--- config.mk ---
export PLATFORM = sky130hd
export DESIGN_NAME = scl_core
export DESIGN_NICKNAME = d
export VERILOG_FILES = /design/src/logic/scl_pkg.sv /design/src/logic/scl_core.sv
export VERILOG_INCLUDE_DIRS = /design/src /design/src/logic
export SDC_FILE = /design/constraint.sdc
export NUM_CORES = 1
export LEC_CHECK = 0
export BUFFER_PORTS_ARGS = -buffer_cell sky130_fd_sc_hd__buf_4
export CORE_UTILIZATION = 35
export CTS_BUF_LIST = sky130_fd_sc_hd__clkbuf_8
export CTS_CLUSTER_SIZE = 40
export DETAILED_ROUTE_END_ITERATION = 7
export PLACE_DENSITY = 0.61
export SLEW_MARGIN = 25
export SYNTH_ARGS = -nofsm -noshare
export SYNTH_HDL_FRONTEND = slang
export SYNTH_SLANG_ARGS = --single-unit
--- constraint.sdc ---
create_clock -name clk -period 3.3 [get_ports clk]
set_clock_uncertainty 0.05 [all_clocks]
set_input_delay 0.495 -clock clk [delete_from_list [all_inputs] [get_ports clk]]
set_output_delay 0.495 -clock clk [all_outputs]
set_load 0.05 [all_outputs]
--- src/logic/scl_params.svh ---
`ifndef SCL_PARAMS_SVH
`define SCL_PARAMS_SVH

// Register byte offsets on the bus.
`define SCL_CFG_OFS      8'h00
`define SCL_STAT_OFS     8'h04
`define SCL_CFG_RST      32'h0000_0000
`define SCL_CFG_MASK     32'h1fff_ffff

// Configuration word bit positions.
`define SCL_B_RUN        0
`define SCL_B_BRAKE      2
`define SCL_B_ILIM_HI    3
`define SCL_B_ILIM_LO    4
`define SCL_B_SPD_LSB    5
`define SCL_B_SPD_MSB    18
`define SCL_B_REV_A_SRC   19
`define SCL_B_POLE_HI    20
`define SCL_B_POLE_LO    21
`define SCL_B_DIAG_HI    22
`define SCL_B_DIAG_LO    23
`define SCL_B_EXT_SPD    24
`define SCL_B_DIR        25
`define SCL_B_WDR_HI     26
`define SCL_B_WDR_LO     27
`define SCL_B_GAIN       28

// Speed weight of the lowest speed bit is 2**4 = 16.
`define SCL_SPD_SHIFT    4

// Watchdog thresholds in rate-0 steps; the step is the rate field plus one.
`define SCL_BLANK_TH     16'd256
`define SCL_WD_TH        16'd4096

// Pole-count transitions per revolution: poles times three.
`define SCL_ZC_P8        6'd24
`define SCL_ZC_P4        6'd12
`define SCL_ZC_P16       6'd48
`define SCL_ZC_P12       6'd36

`endif

--- src/logic/scl_pkg.sv ---
package scl_pkg;

	typedef enum logic [5:0] {
		SCL_S1 = 6'b000001,
		SCL_S2 = 6'b000010,
		SCL_S3 = 6'b000100,
		SCL_S4 = 6'b001000,
		SCL_S5 = 6'b010000,
		SCL_S6 = 6'b100000
	} scl_state_t;

	typedef enum logic [1:0] {
		SCL_DIAG_REV_A  = 2'h0,
		SCL_DIAG_THERM = 2'h1,
		SCL_DIAG_SYNC  = 2'h2,
		SCL_DIAG_ZC    = 2'h3
	} scl_diag_t;

endpackage : scl_pkg

--- src/logic/scl_core.sv ---
// Operation
// - Toggle the zero-cross flag on each valid back-EMF crossing of centertap.
// - The zero-cross flag can be routed to the diagnostic output.
// - Commutate once a valid crossing has passed the adaptive delay, or on watchdog expiry.
// - On each flag change, run one delay timer down at twice rate; commutate once it falls below two.
// - The other delay timer accumulates meanwhile; the two alternate each half-period.
// - Delay accumulation pauses during blanking.
// - Blank from each new state until the watchdog reaches its low threshold.
// - The watchdog rate field sets blanking and watchdog length; higher is shorter.
// - Valid back-EMF after blanking clears the watchdog and disarms detection until the next commutation.
// - Without valid back-EMF by watchdog expiry, force commutation and repeat.
// - Count three flag transitions per pole for one mechanical revolution.
// - Toggle rev_a once per revolution; each rising rev_a starts the reference counter.
// - Reference interval lasts the sum of selected speed-field weights in clocks.
// - Rev_a falling before reference end gives overspeed; after gives underspeed.
// - Underspeed pulse enables charging, overspeed pulse enables discharging.
// - External speed control bit disables the frequency-lock loop.
// - Current limit follows the two-bit field, scaled by the gain.
// - Rev_a source bit selects the external sector input as rev_a.
// - Pole field: 00 eight, 01 four, 10 sixteen, 11 twelve poles.
// - Speed bits are active low, weights 16 up to 131072.
// - Diagnostic select: 00 rev_a, 01 thermal, 10 sync, 11 zero-cross flag.
// - Six states, start in state 1, reverse direction steps backwards.
//
// The implementer's own choices: the address map and the Wishbone register port.
`timescale 1ns/100ps
`include "scl_params.svh"

module scl_core
	import scl_pkg::*;
#(
	parameter int CNT_W = 20,
	parameter int WD_W  = 16
) (
	input  wire logic        clk,
	input  wire logic        nrst,
	input  wire logic        wb_cyc_i,
	input  wire logic        wb_stb_i,
	input  wire logic        wb_we_i,
	input  wire logic [7:0]  wb_adr_i,
	input  wire logic [31:0] wb_dat_i,
	input  wire logic [3:0]  wb_sel_i,
	output logic      [31:0] wb_dat_o,
	output logic             wb_ack_o,
	input  wire logic        bemf_above,
	input  wire logic        sector_in,
	input  wire logic        thermal_sd,
	output logic      [2:0]  phase_hi,
	output logic      [2:0]  phase_lo,
	output logic             diag_out,
	output logic             filt_charge,
	output logic             filt_discharge,
	output logic             fll_enable,
	output logic             gain_two,
	output logic      [1:0]  current_limit_sel
);

	generate
		if (CNT_W < 18 || WD_W < 16) begin : g_chk
			$error("scl_core: counter widths too narrow");
		end
	endgenerate

	// =====================================================================
	// Helpers
	// =====================================================================
	function automatic scl_state_t step(input scl_state_t s, input logic rev);
		case (s)
			SCL_S1:  step = rev ? SCL_S6 : SCL_S2;
			SCL_S2:  step = rev ? SCL_S1 : SCL_S3;
			SCL_S3:  step = rev ? SCL_S2 : SCL_S4;
			SCL_S4:  step = rev ? SCL_S3 : SCL_S5;
			SCL_S5:  step = rev ? SCL_S4 : SCL_S6;
			default: step = rev ? SCL_S5 : SCL_S1;
		endcase
	endfunction : step

	// Returns {high side, low side}; bit 0 is phase A, bit 2 is phase C.
	function automatic logic [5:0] drive(input scl_state_t s);
		case (s)
			SCL_S1:  drive = {3'b001, 3'b100};
			SCL_S2:  drive = {3'b001, 3'b010};
			SCL_S3:  drive = {3'b100, 3'b010};
			SCL_S4:  drive = {3'b100, 3'b001};
			SCL_S5:  drive = {3'b010, 3'b001};
			default: drive = {3'b010, 3'b100};
		endcase
	endfunction : drive

	// =====================================================================
	// Register bus
	// =====================================================================
	logic [31:0] cfg_r;
	logic        ack_r;
	logic [31:0] rdat_r;
	logic        req;
	logic [31:0] status;

	assign req = wb_cyc_i && wb_stb_i && !ack_r;

	always_ff @(posedge clk or negedge nrst) begin
		if (!nrst) begin
			ack_r <= 1'b0;
		end else begin
			ack_r <= req;
		end
	end

	always_ff @(posedge clk or negedge nrst) begin
		if (!nrst) begin
			cfg_r <= `SCL_CFG_RST;
		end else if (req && wb_we_i && wb_adr_i == `SCL_CFG_OFS) begin
			for (int i = 0; i < 4; i++) begin
				if (wb_sel_i[i]) begin
					cfg_r[i*8 +: 8] <= wb_dat_i[i*8 +: 8] & 8'(`SCL_CFG_MASK >> (i*8));
				end
			end
		end
	end

	always_ff @(posedge clk or negedge nrst) begin
		if (!nrst) begin
			rdat_r <= 32'h0000_0000;
		end else if (req) begin
			if (wb_adr_i == `SCL_CFG_OFS) begin
				rdat_r <= cfg_r;
			end else if (wb_adr_i == `SCL_STAT_OFS) begin
				rdat_r <= status;
			end else begin
				rdat_r <= 32'h0000_0000;
			end
		end
	end

	assign wb_ack_o = ack_r;
	assign wb_dat_o = rdat_r;

	logic       run, brake, rev, ext_spd, rev_a_src;
	logic [1:0] wd_rate_sel, pole_sel;
	assign run         = cfg_r[`SCL_B_RUN];
	assign brake       = cfg_r[`SCL_B_BRAKE];
	assign rev         = cfg_r[`SCL_B_DIR];
	assign ext_spd     = cfg_r[`SCL_B_EXT_SPD];
	assign rev_a_src    = cfg_r[`SCL_B_REV_A_SRC];
	assign wd_rate_sel = {cfg_r[`SCL_B_WDR_HI], cfg_r[`SCL_B_WDR_LO]};
	assign pole_sel    = {cfg_r[`SCL_B_POLE_HI], cfg_r[`SCL_B_POLE_LO]};

	// =====================================================================
	// Watchdog, blanking and crossing detection
	// =====================================================================
	scl_state_t           state_r;
	logic [WD_W-1:0]      wd_cnt_r;
	logic                 blank_r;
	logic                 armed_r;
	logic                 zc_r;
	logic                 detect;
	logic                 wd_expire;
	logic                 dly_done;
	logic                 commutate;
	logic [WD_W-1:0]      wd_step;

	assign wd_step   = WD_W'(wd_rate_sel) + WD_W'(1);
	assign detect    = run && armed_r && !blank_r &&
	                   (bemf_above == ((state_r[1] | state_r[3] | state_r[5]) ^ rev));
	assign wd_expire = armed_r && !detect && (wd_cnt_r >= `SCL_WD_TH - wd_step);
	assign commutate = run && (dly_done || wd_expire);

	always_ff @(posedge clk or negedge nrst) begin
		if (!nrst) begin
			state_r <= SCL_S1;
		end else if (!run) begin
			state_r <= SCL_S1;
		end else if (commutate) begin
			state_r <= step(state_r, rev);
		end
	end

	always_ff @(posedge clk or negedge nrst) begin
		if (!nrst) begin
			wd_cnt_r <= '0;
			blank_r  <= 1'b1;
			armed_r  <= 1'b1;
		end else if (!run || commutate) begin
			wd_cnt_r <= '0;
			blank_r  <= 1'b1;
			armed_r  <= 1'b1;
		end else if (detect) begin
			wd_cnt_r <= '0;
			armed_r  <= 1'b0;
		end else if (armed_r) begin
			wd_cnt_r <= wd_cnt_r + wd_step;
			if (wd_cnt_r + wd_step >= `SCL_BLANK_TH) begin
				blank_r <= 1'b0;
			end
		end
	end

	always_ff @(posedge clk or negedge nrst) begin
		if (!nrst) begin
			zc_r <= 1'b0;
		end else if (detect) begin
			zc_r <= !zc_r;
		end
	end

	// =====================================================================
	// Adaptive commutation delay
	// =====================================================================
	logic [CNT_W-1:0] dly_a_r, dly_b_r;
	logic             use_b_r;
	logic             dly_run_r;
	logic [CNT_W-1:0] dly_run_val;

	assign dly_run_val = use_b_r ? dly_a_r : dly_b_r;
	assign dly_done    = dly_run_r && (dly_run_val < CNT_W'(2));

	always_ff @(posedge clk or negedge nrst) begin
		if (!nrst) begin
			dly_a_r   <= '0;
			dly_b_r   <= '0;
			use_b_r   <= 1'b0;
			dly_run_r <= 1'b0;
		end else if (!run) begin
			dly_a_r   <= '0;
			dly_b_r   <= '0;
			dly_run_r <= 1'b0;
		end else if (detect) begin
			use_b_r   <= !use_b_r;
			dly_run_r <= 1'b1;
			if (use_b_r) begin
				dly_a_r <= '0;
			end else begin
				dly_b_r <= '0;
			end
		end else begin
			if (dly_done || commutate) begin
				dly_run_r <= 1'b0;
			end
			if (use_b_r) begin
				if (!blank_r && dly_b_r != '1) begin
					dly_b_r <= dly_b_r + CNT_W'(1);
				end
				if (dly_run_r && !dly_done) begin
					dly_a_r <= dly_a_r - CNT_W'(2);
				end
			end else begin
				if (!blank_r && dly_a_r != '1) begin
					dly_a_r <= dly_a_r + CNT_W'(1);
				end
				if (dly_run_r && !dly_done) begin
					dly_b_r <= dly_b_r - CNT_W'(2);
				end
			end
		end
	end

	// =====================================================================
	// Rev_a and speed reference
	// =====================================================================
	logic [5:0]       pole_cnt_r;
	logic [5:0]       pole_lim;
	logic             rev_a_int_r;
	logic             rev_a_prev_r;
	logic             rev_a;
	logic [CNT_W-1:0] ref_cnt_r;
	logic             ref_run_r;
	logic [17:0]      ref_total;

	always_comb begin
		case (pole_sel)
			2'h0:    pole_lim = `SCL_ZC_P8;
			2'h1:    pole_lim = `SCL_ZC_P4;
			2'h2:    pole_lim = `SCL_ZC_P16;
			default: pole_lim = `SCL_ZC_P12;
		endcase
	end

	always_ff @(posedge clk or negedge nrst) begin
		if (!nrst) begin
			pole_cnt_r <= '0;
			rev_a_int_r <= 1'b0;
		end else if (detect) begin
			if (pole_cnt_r >= pole_lim - 6'd1) begin
				pole_cnt_r <= '0;
				rev_a_int_r <= !rev_a_int_r;
			end else begin
				pole_cnt_r <= pole_cnt_r + 6'd1;
			end
		end
	end

	assign rev_a      = rev_a_src ? sector_in : rev_a_int_r;
	assign ref_total = {~cfg_r[`SCL_B_SPD_MSB:`SCL_B_SPD_LSB], 4'h0};

	always_ff @(posedge clk or negedge nrst) begin
		if (!nrst) begin
			rev_a_prev_r <= 1'b0;
		end else begin
			rev_a_prev_r <= rev_a;
		end
	end

	// The interval restarts on every rising rev_a, so a missed fall simply rearms.
	always_ff @(posedge clk or negedge nrst) begin
		if (!nrst) begin
			ref_cnt_r <= '0;
			ref_run_r <= 1'b0;
		end else if (rev_a && !rev_a_prev_r) begin
			ref_cnt_r <= CNT_W'(ref_total);
			ref_run_r <= (ref_total != 18'h0_0000);
		end else if (ref_run_r) begin
			ref_cnt_r <= ref_cnt_r - CNT_W'(1);
			if (ref_cnt_r <= CNT_W'(1)) begin
				ref_run_r <= 1'b0;
			end
		end
	end

	// =====================================================================
	// Outputs
	// =====================================================================
	logic       rev_a_fall;
	logic [5:0] drv;
	assign rev_a_fall = !rev_a && rev_a_prev_r;
	assign drv       = drive(state_r);

	always_ff @(posedge clk or negedge nrst) begin
		if (!nrst) begin
			filt_charge    <= 1'b0;
			filt_discharge <= 1'b0;
			fll_enable     <= 1'b0;
		end else begin
			fll_enable     <= !ext_spd;
			filt_discharge <= !ext_spd && rev_a_fall && ref_run_r;
			filt_charge    <= !ext_spd && rev_a_fall && !ref_run_r;
		end
	end

	always_ff @(posedge clk or negedge nrst) begin
		if (!nrst) begin
			phase_hi <= 3'h0;
			phase_lo <= 3'h0;
		end else if (!run) begin
			phase_hi <= 3'h0;
			phase_lo <= 3'h0;
		end else if (brake) begin
			phase_hi <= 3'h0;
			phase_lo <= 3'h7;
		end else begin
			phase_hi <= drv[5:3];
			phase_lo <= drv[2:0];
		end
	end

	always_ff @(posedge clk or negedge nrst) begin
		if (!nrst) begin
			diag_out <= 1'b0;
		end else begin
			case (scl_diag_t'({cfg_r[`SCL_B_DIAG_HI], cfg_r[`SCL_B_DIAG_LO]}))
				SCL_DIAG_REV_A:  diag_out <= rev_a;
				SCL_DIAG_THERM: diag_out <= thermal_sd;
				SCL_DIAG_SYNC:  diag_out <= ref_run_r;
				default:        diag_out <= zc_r;
			endcase
		end
	end

	always_ff @(posedge clk or negedge nrst) begin
		if (!nrst) begin
			gain_two          <= 1'b0;
			current_limit_sel <= 2'h0;
		end else begin
			gain_two          <= cfg_r[`SCL_B_GAIN];
			current_limit_sel <= {cfg_r[`SCL_B_ILIM_HI], cfg_r[`SCL_B_ILIM_LO]};
		end
	end

	assign status = {20'h0_0000, thermal_sd, ref_run_r, blank_r, rev_a, zc_r, 1'b0,
	                 state_r};

endmodule : scl_core

; After elaboration in Yosys (flattened, before gate mapping)
; Cells that the tools add are included.
; Widths: inputs -> output; s select.
[op_classes]
shifts = 0
eq_ne = 22
n_addsub = 10
muxes = 50
magnitude_cmp = 5
n_div = 0
bitwise = 4
n_reduce_logical = 52
multipliers = 0
[ops]
columns = operator, n
row1 = $mux 20, 15
row2 = $pmux 6 s5, 2
row3 = $mux 16, 3
row4 = $add 20x1->20 const B, 2
row5 = $ne 20x20->1 const B, 2
row6 = $sub 20x2->20 const B, 2
row7 = $mux 32, 1
row8 = $mux 6, 5
row9 = $le 20x1->1 const B, 1
row10 = $lt 20x2->1 const B, 1
row11 = $sub 20x1->20 const B, 1
row12 = $logic_and 1x1->1, 19
row13 = $pmux 6 s3, 1
row14 = $reduce_bool 18->1, 1
row15 = $add 16x3->16, 1
row16 = $ge 16x16->1, 1
row17 = $ge 16x9->1 const B, 1
row18 = $mux 3, 5
row19 = $not 14->14, 1
row20 = $sub 13x3->14 const A, 1
row21 = $mux 1, 13
row22 = $logic_not 1->1, 12
row23 = $mux 12, 1
row24 = $reduce_and 2->1, 6
row25 = other kinds (30), 45
[totals]
output_inout_bits = 46
memories = 0
word_cells = 171
ramBits = 0
latchBits = 0
reg_bits = 171
romBits = 0
inputBits = 52

; Longest topological paths before layout
; Gate-level depths: netlist of run 1.
[logic_depth]
word_depth = 14
mapped_depth = 10
mapped_depth_nobuf = 10

; Least setup slack after synthesis of run 1
; OpenSTA, ideal clock, no wires.
[synth_path]
path_kind = register -> register
startpoint = reg cfg_r[27]
endpoint = reg state_r[0]
setup_ns = 0.085
synth_period_minus_slack_ns = 3.027
path_buffers = 0
t_arrival_ns = 2.893
path_slack_ns = 0.273
t_required_ns = 3.165
path_stages_with_launch = 10
cell_sequence = dfrtp_1 -> inv_1 -> ha_1 -> and2_1 -> ha_1 -> or4_1 -> a211oi_1 -> nand3_2 -> a21oi_2 -> mux2_1
[synth_between]
elab_chain_cells = 7
[synth_lines]
columns = element, line_no
row1 = "start, declared", scl_core.sv:93  ; logic [31:0] cfg_r;
row2 = "start signal, assigned", scl_core.sv:111  ; cfg_r <= `SCL_CFG_RST;
row3 = "start signal, assigned by index", scl_core.sv:115  ; cfg_r[i*8 +: 8] <= wb_dat_i[i*8 +: 8] & 8'(`SCL_CFG_MASK >> (i*8));
row4 = $add 2x1->3, scl_core.sv:162  ; assign wd_step = WD_W'(wd_rate_sel) + WD_W'(1);
row5 = $sub 13x3->14 (no source line), -
row6 = $ge 16x16->1, scl_core.sv:165  ; assign wd_expire = armed_r && !detect && (wd_cnt_r >= `SCL_WD_TH - wd_step);
row7 = $logic_and 1x1->1, scl_core.sv:165
row8 = $logic_or 1x1->1, scl_core.sv:166  ; assign commutate = run && (dly_done || wd_expire);
row9 = $logic_and 1x1->1, scl_core.sv:166
row10 = $ne 2x1->1 (no source line), -
row11 = "end signal, assigned", scl_core.sv:174  ; state_r <= step(state_r, rev);
row12 = "end, declared", scl_core.sv:151  ; scl_state_t state_r;
; Every way passes these cells.
; A chain may end at the register's enable or synchronous reset.

; Worst setup path after layout of run 1
[layout_path]
startpoint = reg cfg_r[26]
endpoint = reg state_r[2]
; Same word-level chain as after synthesis.

==> flow_metrics.tcl, run 1 <==
set metrics [dict create \
    seq_area_frac_synth_pct 43.8 \
    drc 0 \
    io_pins 98 \
    async_reset_ff_share_pct 100 \
    setup_viol 0 \
    top_usage_layer "met2" \
    wl_per_cell_um 17.3 \
    min_path_cells 2 \
    die_w_um 168 \
    start_util_pct 35.7 \
    rsz0062_at_grt "false" \
    period_needed_ps 3060 \
    crit_fanout 9 \
    tightest_slew_ps 668 \
    yosysWarnings 0 \
    cts_tree "built" \
    report.final.slew_viol_count 0 \
    netlist.area_leader.share_pct 42.9 \
    synth.most_common_cell "dfrtp_1" \
    critical_path_required_ps 3650 \
    r2r_end "state_r[2]$_DFFE_PN0P_" \
    crit_path_start_kind "flip-flop" \
    clkLatencyLatePin_ps 490 \
    synth_largest_area_cell "dfrtp_1" \
    numCtsBuffers 17 \
    hpwl_um 17300 \
    synth_area_mm2 0.00962 \
    fin_crit_sh_pct 92.7 \
    grt_first_pass_wirelength_um 41300 \
    diodes 0 \
    crit_type "flip-flop to flip-flop" \
    firstDrtPassIters 5 \
    rows 60 \
    fin_area_mm2 0.0112 \
    min_from "wb_dat_i[18]" \
    die_y_um 168 \
    p_int_mw 2.95 \
    clockBufferDepth 2 \
    clkPwrFrac_pct 40.8 \
    synth_common_cells "165 x dfrtp_1, 82 x nor2_1, 67 x nand2_1" \
    cts_setup_buffers 0 \
    die_area_mm2 0.0281 \
    met3_usage_pct 3.73 \
    ys_ff_latch 168 \
    ant_nets 0 \
    grt_max_degree 71 \
    htree_num_levels 4 \
    viasPerCell 5.60 \
    p_switching_mw 1.16 \
    yosys_most_used_dff "dfrtp_1" \
    gr-usage-all-layers_pct 18.3 \
    drive_gt1_share_pct 19.7 \
    power_density_mw_per_mm2 366 \
    avgSynthCellArea_um2 9.64 \
    met1_usage_pct 25.4 \
    synth.distinct_cells 82 \
    r2r_cells 10 \
    gp_congestion 0.895 \
    status "complete, no violations" \
    nets 1169 \
    cts_sinks 168 \
    antenna_found_initial 0 \
    drt_iter0_drc 574 \
    multi_input_area_mm2 0.00501 \
    worstReg2RegStart "cfg_r[26]$_DFFE_PN0P_" \
    synth-edff-count 0 \
    seq_power_share_pct 52.0 \
    routed_wl_um 24900 \
    grt_pass1_vias 7790 \
    syn_inst 997 \
    vdd.ir_drop.worst_v 0.000300 \
    leakagePower_nw 5.19 \
    r2r_slack_ps 240 \
    hold_viol 0 \
    fillCellCount 2621 \
    yosys-top-cells-area "dfrtp_1 43%, ha_1 3.9%, mux2_2 3.4%" \
    coreArea_mm2 0.0270 \
    achievable-frequency_mhz 327 \
    clk_pin_slew_worst_paths_ps 120 \
    clockRootBuffer "clkbuf_8" \
    swShare_pct 28.2 \
    crit_arrival_ps 3400 \
    vias 8058 \
    met2_usage_pct 28.9 \
    port_buffers 91 \
    fin_setup_tns_ps 0 \
    gr-total-overflow 0 \
    dpl-instance-area_mm2 0.0107 \
    areaGrowthSynthToFinish_pct 16.8 \
    endpoint_kind "flip-flop" \
    hp-class "input port to flip-flop" \
    holdPathEnd "cfg_r[18]$_DFFE_PN0P_" \
    cap_violations 0 \
    pwr-share-comb_pct 7.2 \
    seq_area_mm2 0.00421 \
    slew_headroom_pct 54.9 \
]
worst max-delay path, stage by stage, from the launching register on:
cell,delay [ps]
dfrtp_1,430
inv_1,60
ha_1,180
and2_1,230
ha_1,200
or4_1,510
a211oi_1,350
nand3_2,280
a21oi_4,310
buf_4,190
mux2i_1,190
worst max path at each step:
stage | from | to | cells past startpoint
after floorplan | cfg_r[27]$_DFFE_PN0P_ | state_r[0]$_DFFE_PN1P_ | 9
after detailed placement | cfg_r[26]$_DFFE_PN0P_ | state_r[5]$_DFFE_PN0P_ | 10
after global placement | cfg_r[26]$_DFFE_PN0P_ | state_r[2]$_DFFE_PN0P_ | 10
final | cfg_r[26]$_DFFE_PN0P_ | state_r[2]$_DFFE_PN0P_ | 10
after global routing | cfg_r[26]$_DFFE_PN0P_ | state_r[5]$_DFFE_PN0P_ | 10
after CTS | cfg_r[26]$_DFFE_PN0P_ | state_r[2]$_DFFE_PN0P_ | 10
power by group through the flow:
stage / Clock [mW] / Combinational (mW) / Sequential [mW]
floorplan: 0 / 0.169 / 2.17
global placement: 0 / 0.297 / 2.17
detailed placement: 0 / 0.302 / 2.17
CTS: 1.72 / 0.305 / 2.13
global route: 1.80 / 0.339 / 2.14
finish: 1.68 / 0.298 / 2.13
state kept, by name (all words and copies together) (netlist names), 2 cells and up:
name,cells
pole_cnt_r,6
phase_hi,3
state_r,6
wd_cnt_r,16
dly_a_r,20
cfg_r,29
current_limit_sel,2
dly_b_r,20
phase_lo,3
ref_cnt_r,20
wb_dat_o,29
per-stage QoR:
step	setup WS, ps	utilization, %	std cells	hold WS [ps]	power (mW)
5_1_grt	22.0	41.7	1440	154	4.28
4_1_cts	176	41.6	1440	158	4.16
2_1_floorplan	273	-	999	149	2.34
3_3_place_gp	274	39.9	1407	348	2.47
6_report	242	41.7	1440	175	4.11
3_5_place_dp	206	39.9	1407	364	2.48
layout by cell type, fill, tap and decap left out, types with 30 or more instances in the layout:
| master | n |
|---|---|
| dfrtp_1 | 165 |
| buf_4 | 125 |
| nor2_1 | 81 |
| nand2_1 | 67 |
| o21ai_0 | 42 |
| nor3_1 | 39 |
| inv_1 | 37 |
| a21oi_1 | 36 |
| nand3_1 | 33 |
| a22o_1 | 31 |
| ha_1 | 30 |
cell type report:
| cell class | instances | share of cell area, % |
|---|---|---|
| clock buffer | 17 | 2.08 |
| clock inverter | 15 | 2.03 |
| inverter | 37 | 1.24 |
| multi-input combinational | 734 | 44.7 |
| sequential | 168 | 37.5 |
| tap | 341 | 3.80 |
| timing repair buffer | 128 | 8.73 |
metal layers:
metal	vias up	share of wire, %
li1	3889	-
met1	3931	47
met2	211	46
met3	27	5.4
met4	0	1.3
met5	-	0
timing repair:
item	in CTS	in global routing
gates resized for setup	0	1
hold buffers	1	0
endpoints found under the hold margin	13	0
endpoints found under the setup margin	0	3
cell families after synthesis:
kind of cell               share of synthesized area, %
adders and majority gates                          4.11
AOI/OAI and AO/OA                                  18.9
muxes                                              6.14
buffers and inverters                              4.28
other                                            0.0390
xor gates and xnor gates                           2.46
and+or+nand+nor                                    20.3
DFF                                                43.8
No activity file was read; power rests on OpenSTA's default activity.
==> run 2, diff against run 1 <==
Clock period 3.3 ns to 3.8 ns, I/O delays scaled along.
==> flow_metrics.tcl, run 2 (synthesis results as in run 1) <==
set metrics [dict create \
    critical_path_required_ps 4170 \
    dpl-instance-area_mm2 0.0107 \
    crit_fanout 9 \
    pre_cts_ws_ps 478 \
    routed_wl_um 24500 \
    start_util_pct 35.7 \
    clockRootBuffer "clkbuf_8" \
    gp_congestion 0.870 \
    wirelength_met1_um 12100 \
    crit_arrival_ps 3670 \
    worst_slack_ps 499 \
    multi_input_area_mm2 0.00501 \
    clockBufferDepth 2 \
    coreArea_mm2 0.0270 \
    period_needed_ps 3300 \
    holdWs_ps 4.52 \
    layoutNonFillerInstCount 1428 \
    clkLatencyLatePin_ps 470 \
    die_w_um 168 \
    rsz0062_at_grt "false" \
    report.final.slew_viol_count 0 \
    cts_setup_buffers 0 \
    vias 8082 \
    hp-class "input port to asynchronous set/reset pin" \
    wl_met2_um 11200 \
    cts-resized-gates 0 \
    rows 60 \
    port_buffers 91 \
    crit_path_start "cfg_r[27]$_DFFE_PN0P_" \
    drt_iter0_drc 521 \
    fin_area_mm2 0.0111 \
    slew_headroom_pct 52.1 \
    fillCellCount 2635 \
    hpwl_um 17200 \
    clk_pin_slew_worst_paths_ps 110 \
    achievable-frequency_mhz 303 \
    diodes 0 \
    layout_commonest_cell "dfrtp_1" \
    areaGrowthSynthToFinish_pct 15.5 \
    fin_setup_tns_ps 0 \
    endpoint_kind "flip-flop" \
    die_area_mm2 0.0281 \
    finalPower_mw 3.48 \
    nets 1157 \
    gr-total-overflow 0 \
    firstDrtPassIters 5 \
    cts_sinks 168 \
    wl_per_cell_um 17.2 \
    tightest_slew_ps 714 \
    viasPerCell 5.66 \
    leakagePower_nw 5.12 \
    grt_max_degree 71 \
    crit_path_start_kind "flip-flop" \
    numCtsBuffers 17 \
    antenna_found_initial 0 \
    setup_viol 0 \
    cap_violations 0 \
    drive_gt1_share_pct 18.9 \
    top_layer_used "met4" \
    grt_first_pass_wirelength_um 40800 \
    worstReg2RegStart "cfg_r[27]$_DFFE_PN0P_" \
    hold_viol 0 \
    gr-usage-all-layers_pct 18.1 \
    layout_common_cells "165 x dfrtp_1, 114 x buf_4, 81 x nor2_1, 67 x nand2_1, 42 x o21ai_0" \
    route.met3.wl_um 1110 \
    status "complete, no violations" \
    placed_cells 1396 \
    die_y_um 168 \
    finalCoreUtilization_pct 41.2 \
    power_density_mw_per_mm2 313 \
    holdBufCountCts 0 \
    vdd.ir_drop.worst_v 0.000207 \
    ant_nets 0 \
    drc 0 \
    crit_type "flip-flop to flip-flop" \
    fin_crit_sh_pct 86.9 \
    grt_pass1_vias 7537 \
    io_pins 98 \
    htree_num_levels 4 \
    cts_tree "built" \
    seq_area_mm2 0.00421 \
]
run 2: cell types whose count changed in the layout (fill, tap and decap cells not counted):
cell	previous run	this run
buf_4	125	114
clkinvlp_4	1	0
a21oi_4	1	0
clkinv_8	6	7
inv_8	4	0
clkinv_4	0	1
inv_6	2	6
dlygate4sd3_1	1	0
a21oi_2	0	1
bufinv_16	2	1
run 2: layer usage:
metal / vias to the layer above / track usage (%)
met5: - / 0
met4: 0 / 3.99
met3: 19 / 3.97
met2: 162 / 27.6
met1: 4027 / 25.9
li1: 3874 / -
run 2: final timing paths:
path | end | slack, ps | depth (start not counted)
setup / recovery | wd_cnt_r[12]$_DFFE_PN0P_ | 500 | 10
hold / removal | wb_dat_o[23]$_DFFE_PN0P_ | 5 | 1
setup reg to reg | wd_cnt_r[12]$_DFFE_PN0P_ | 500 | 10
hold reg to reg | gain_two$_DFF_PN0_ | 380 | 0
max in group asynchronous | state_r[0]$_DFFE_PN1P_ | 2720 | 2
min in group clk | cfg_r[18]$_DFFE_PN0P_ | 260 | 2
run 2: critical path, stage by stage (launching register included):
cell      delay [ps]
dfrtp_1          470
inv_1            120
ha_1             180
and2_1           220
ha_1             200
or4_1            500
a211oi_1         470
nand3_2          290
nor3_2           370
buf_4            220
a32o_1           160
run 2: layout make-up:
cell class / count / area share [%]
Clock buffer: 17 / 2.11
Clock inverter: 15 / 1.85
Inverter: 37 / 1.25
Multi-Input combinational cell: 734 / 45.1
Sequential cell: 168 / 37.9
Tap cell: 341 / 3.84
Timing Repair Buffer: 116 / 7.99
run 2: report_power, final:
part	internal (mW)	total, mW	switching, mW	leakage [nW]
registers	1.82	1.85	0.0370	2.28
clock network	0.568	1.37	0.798	0.216
logic	0.106	0.256	0.150	2.62
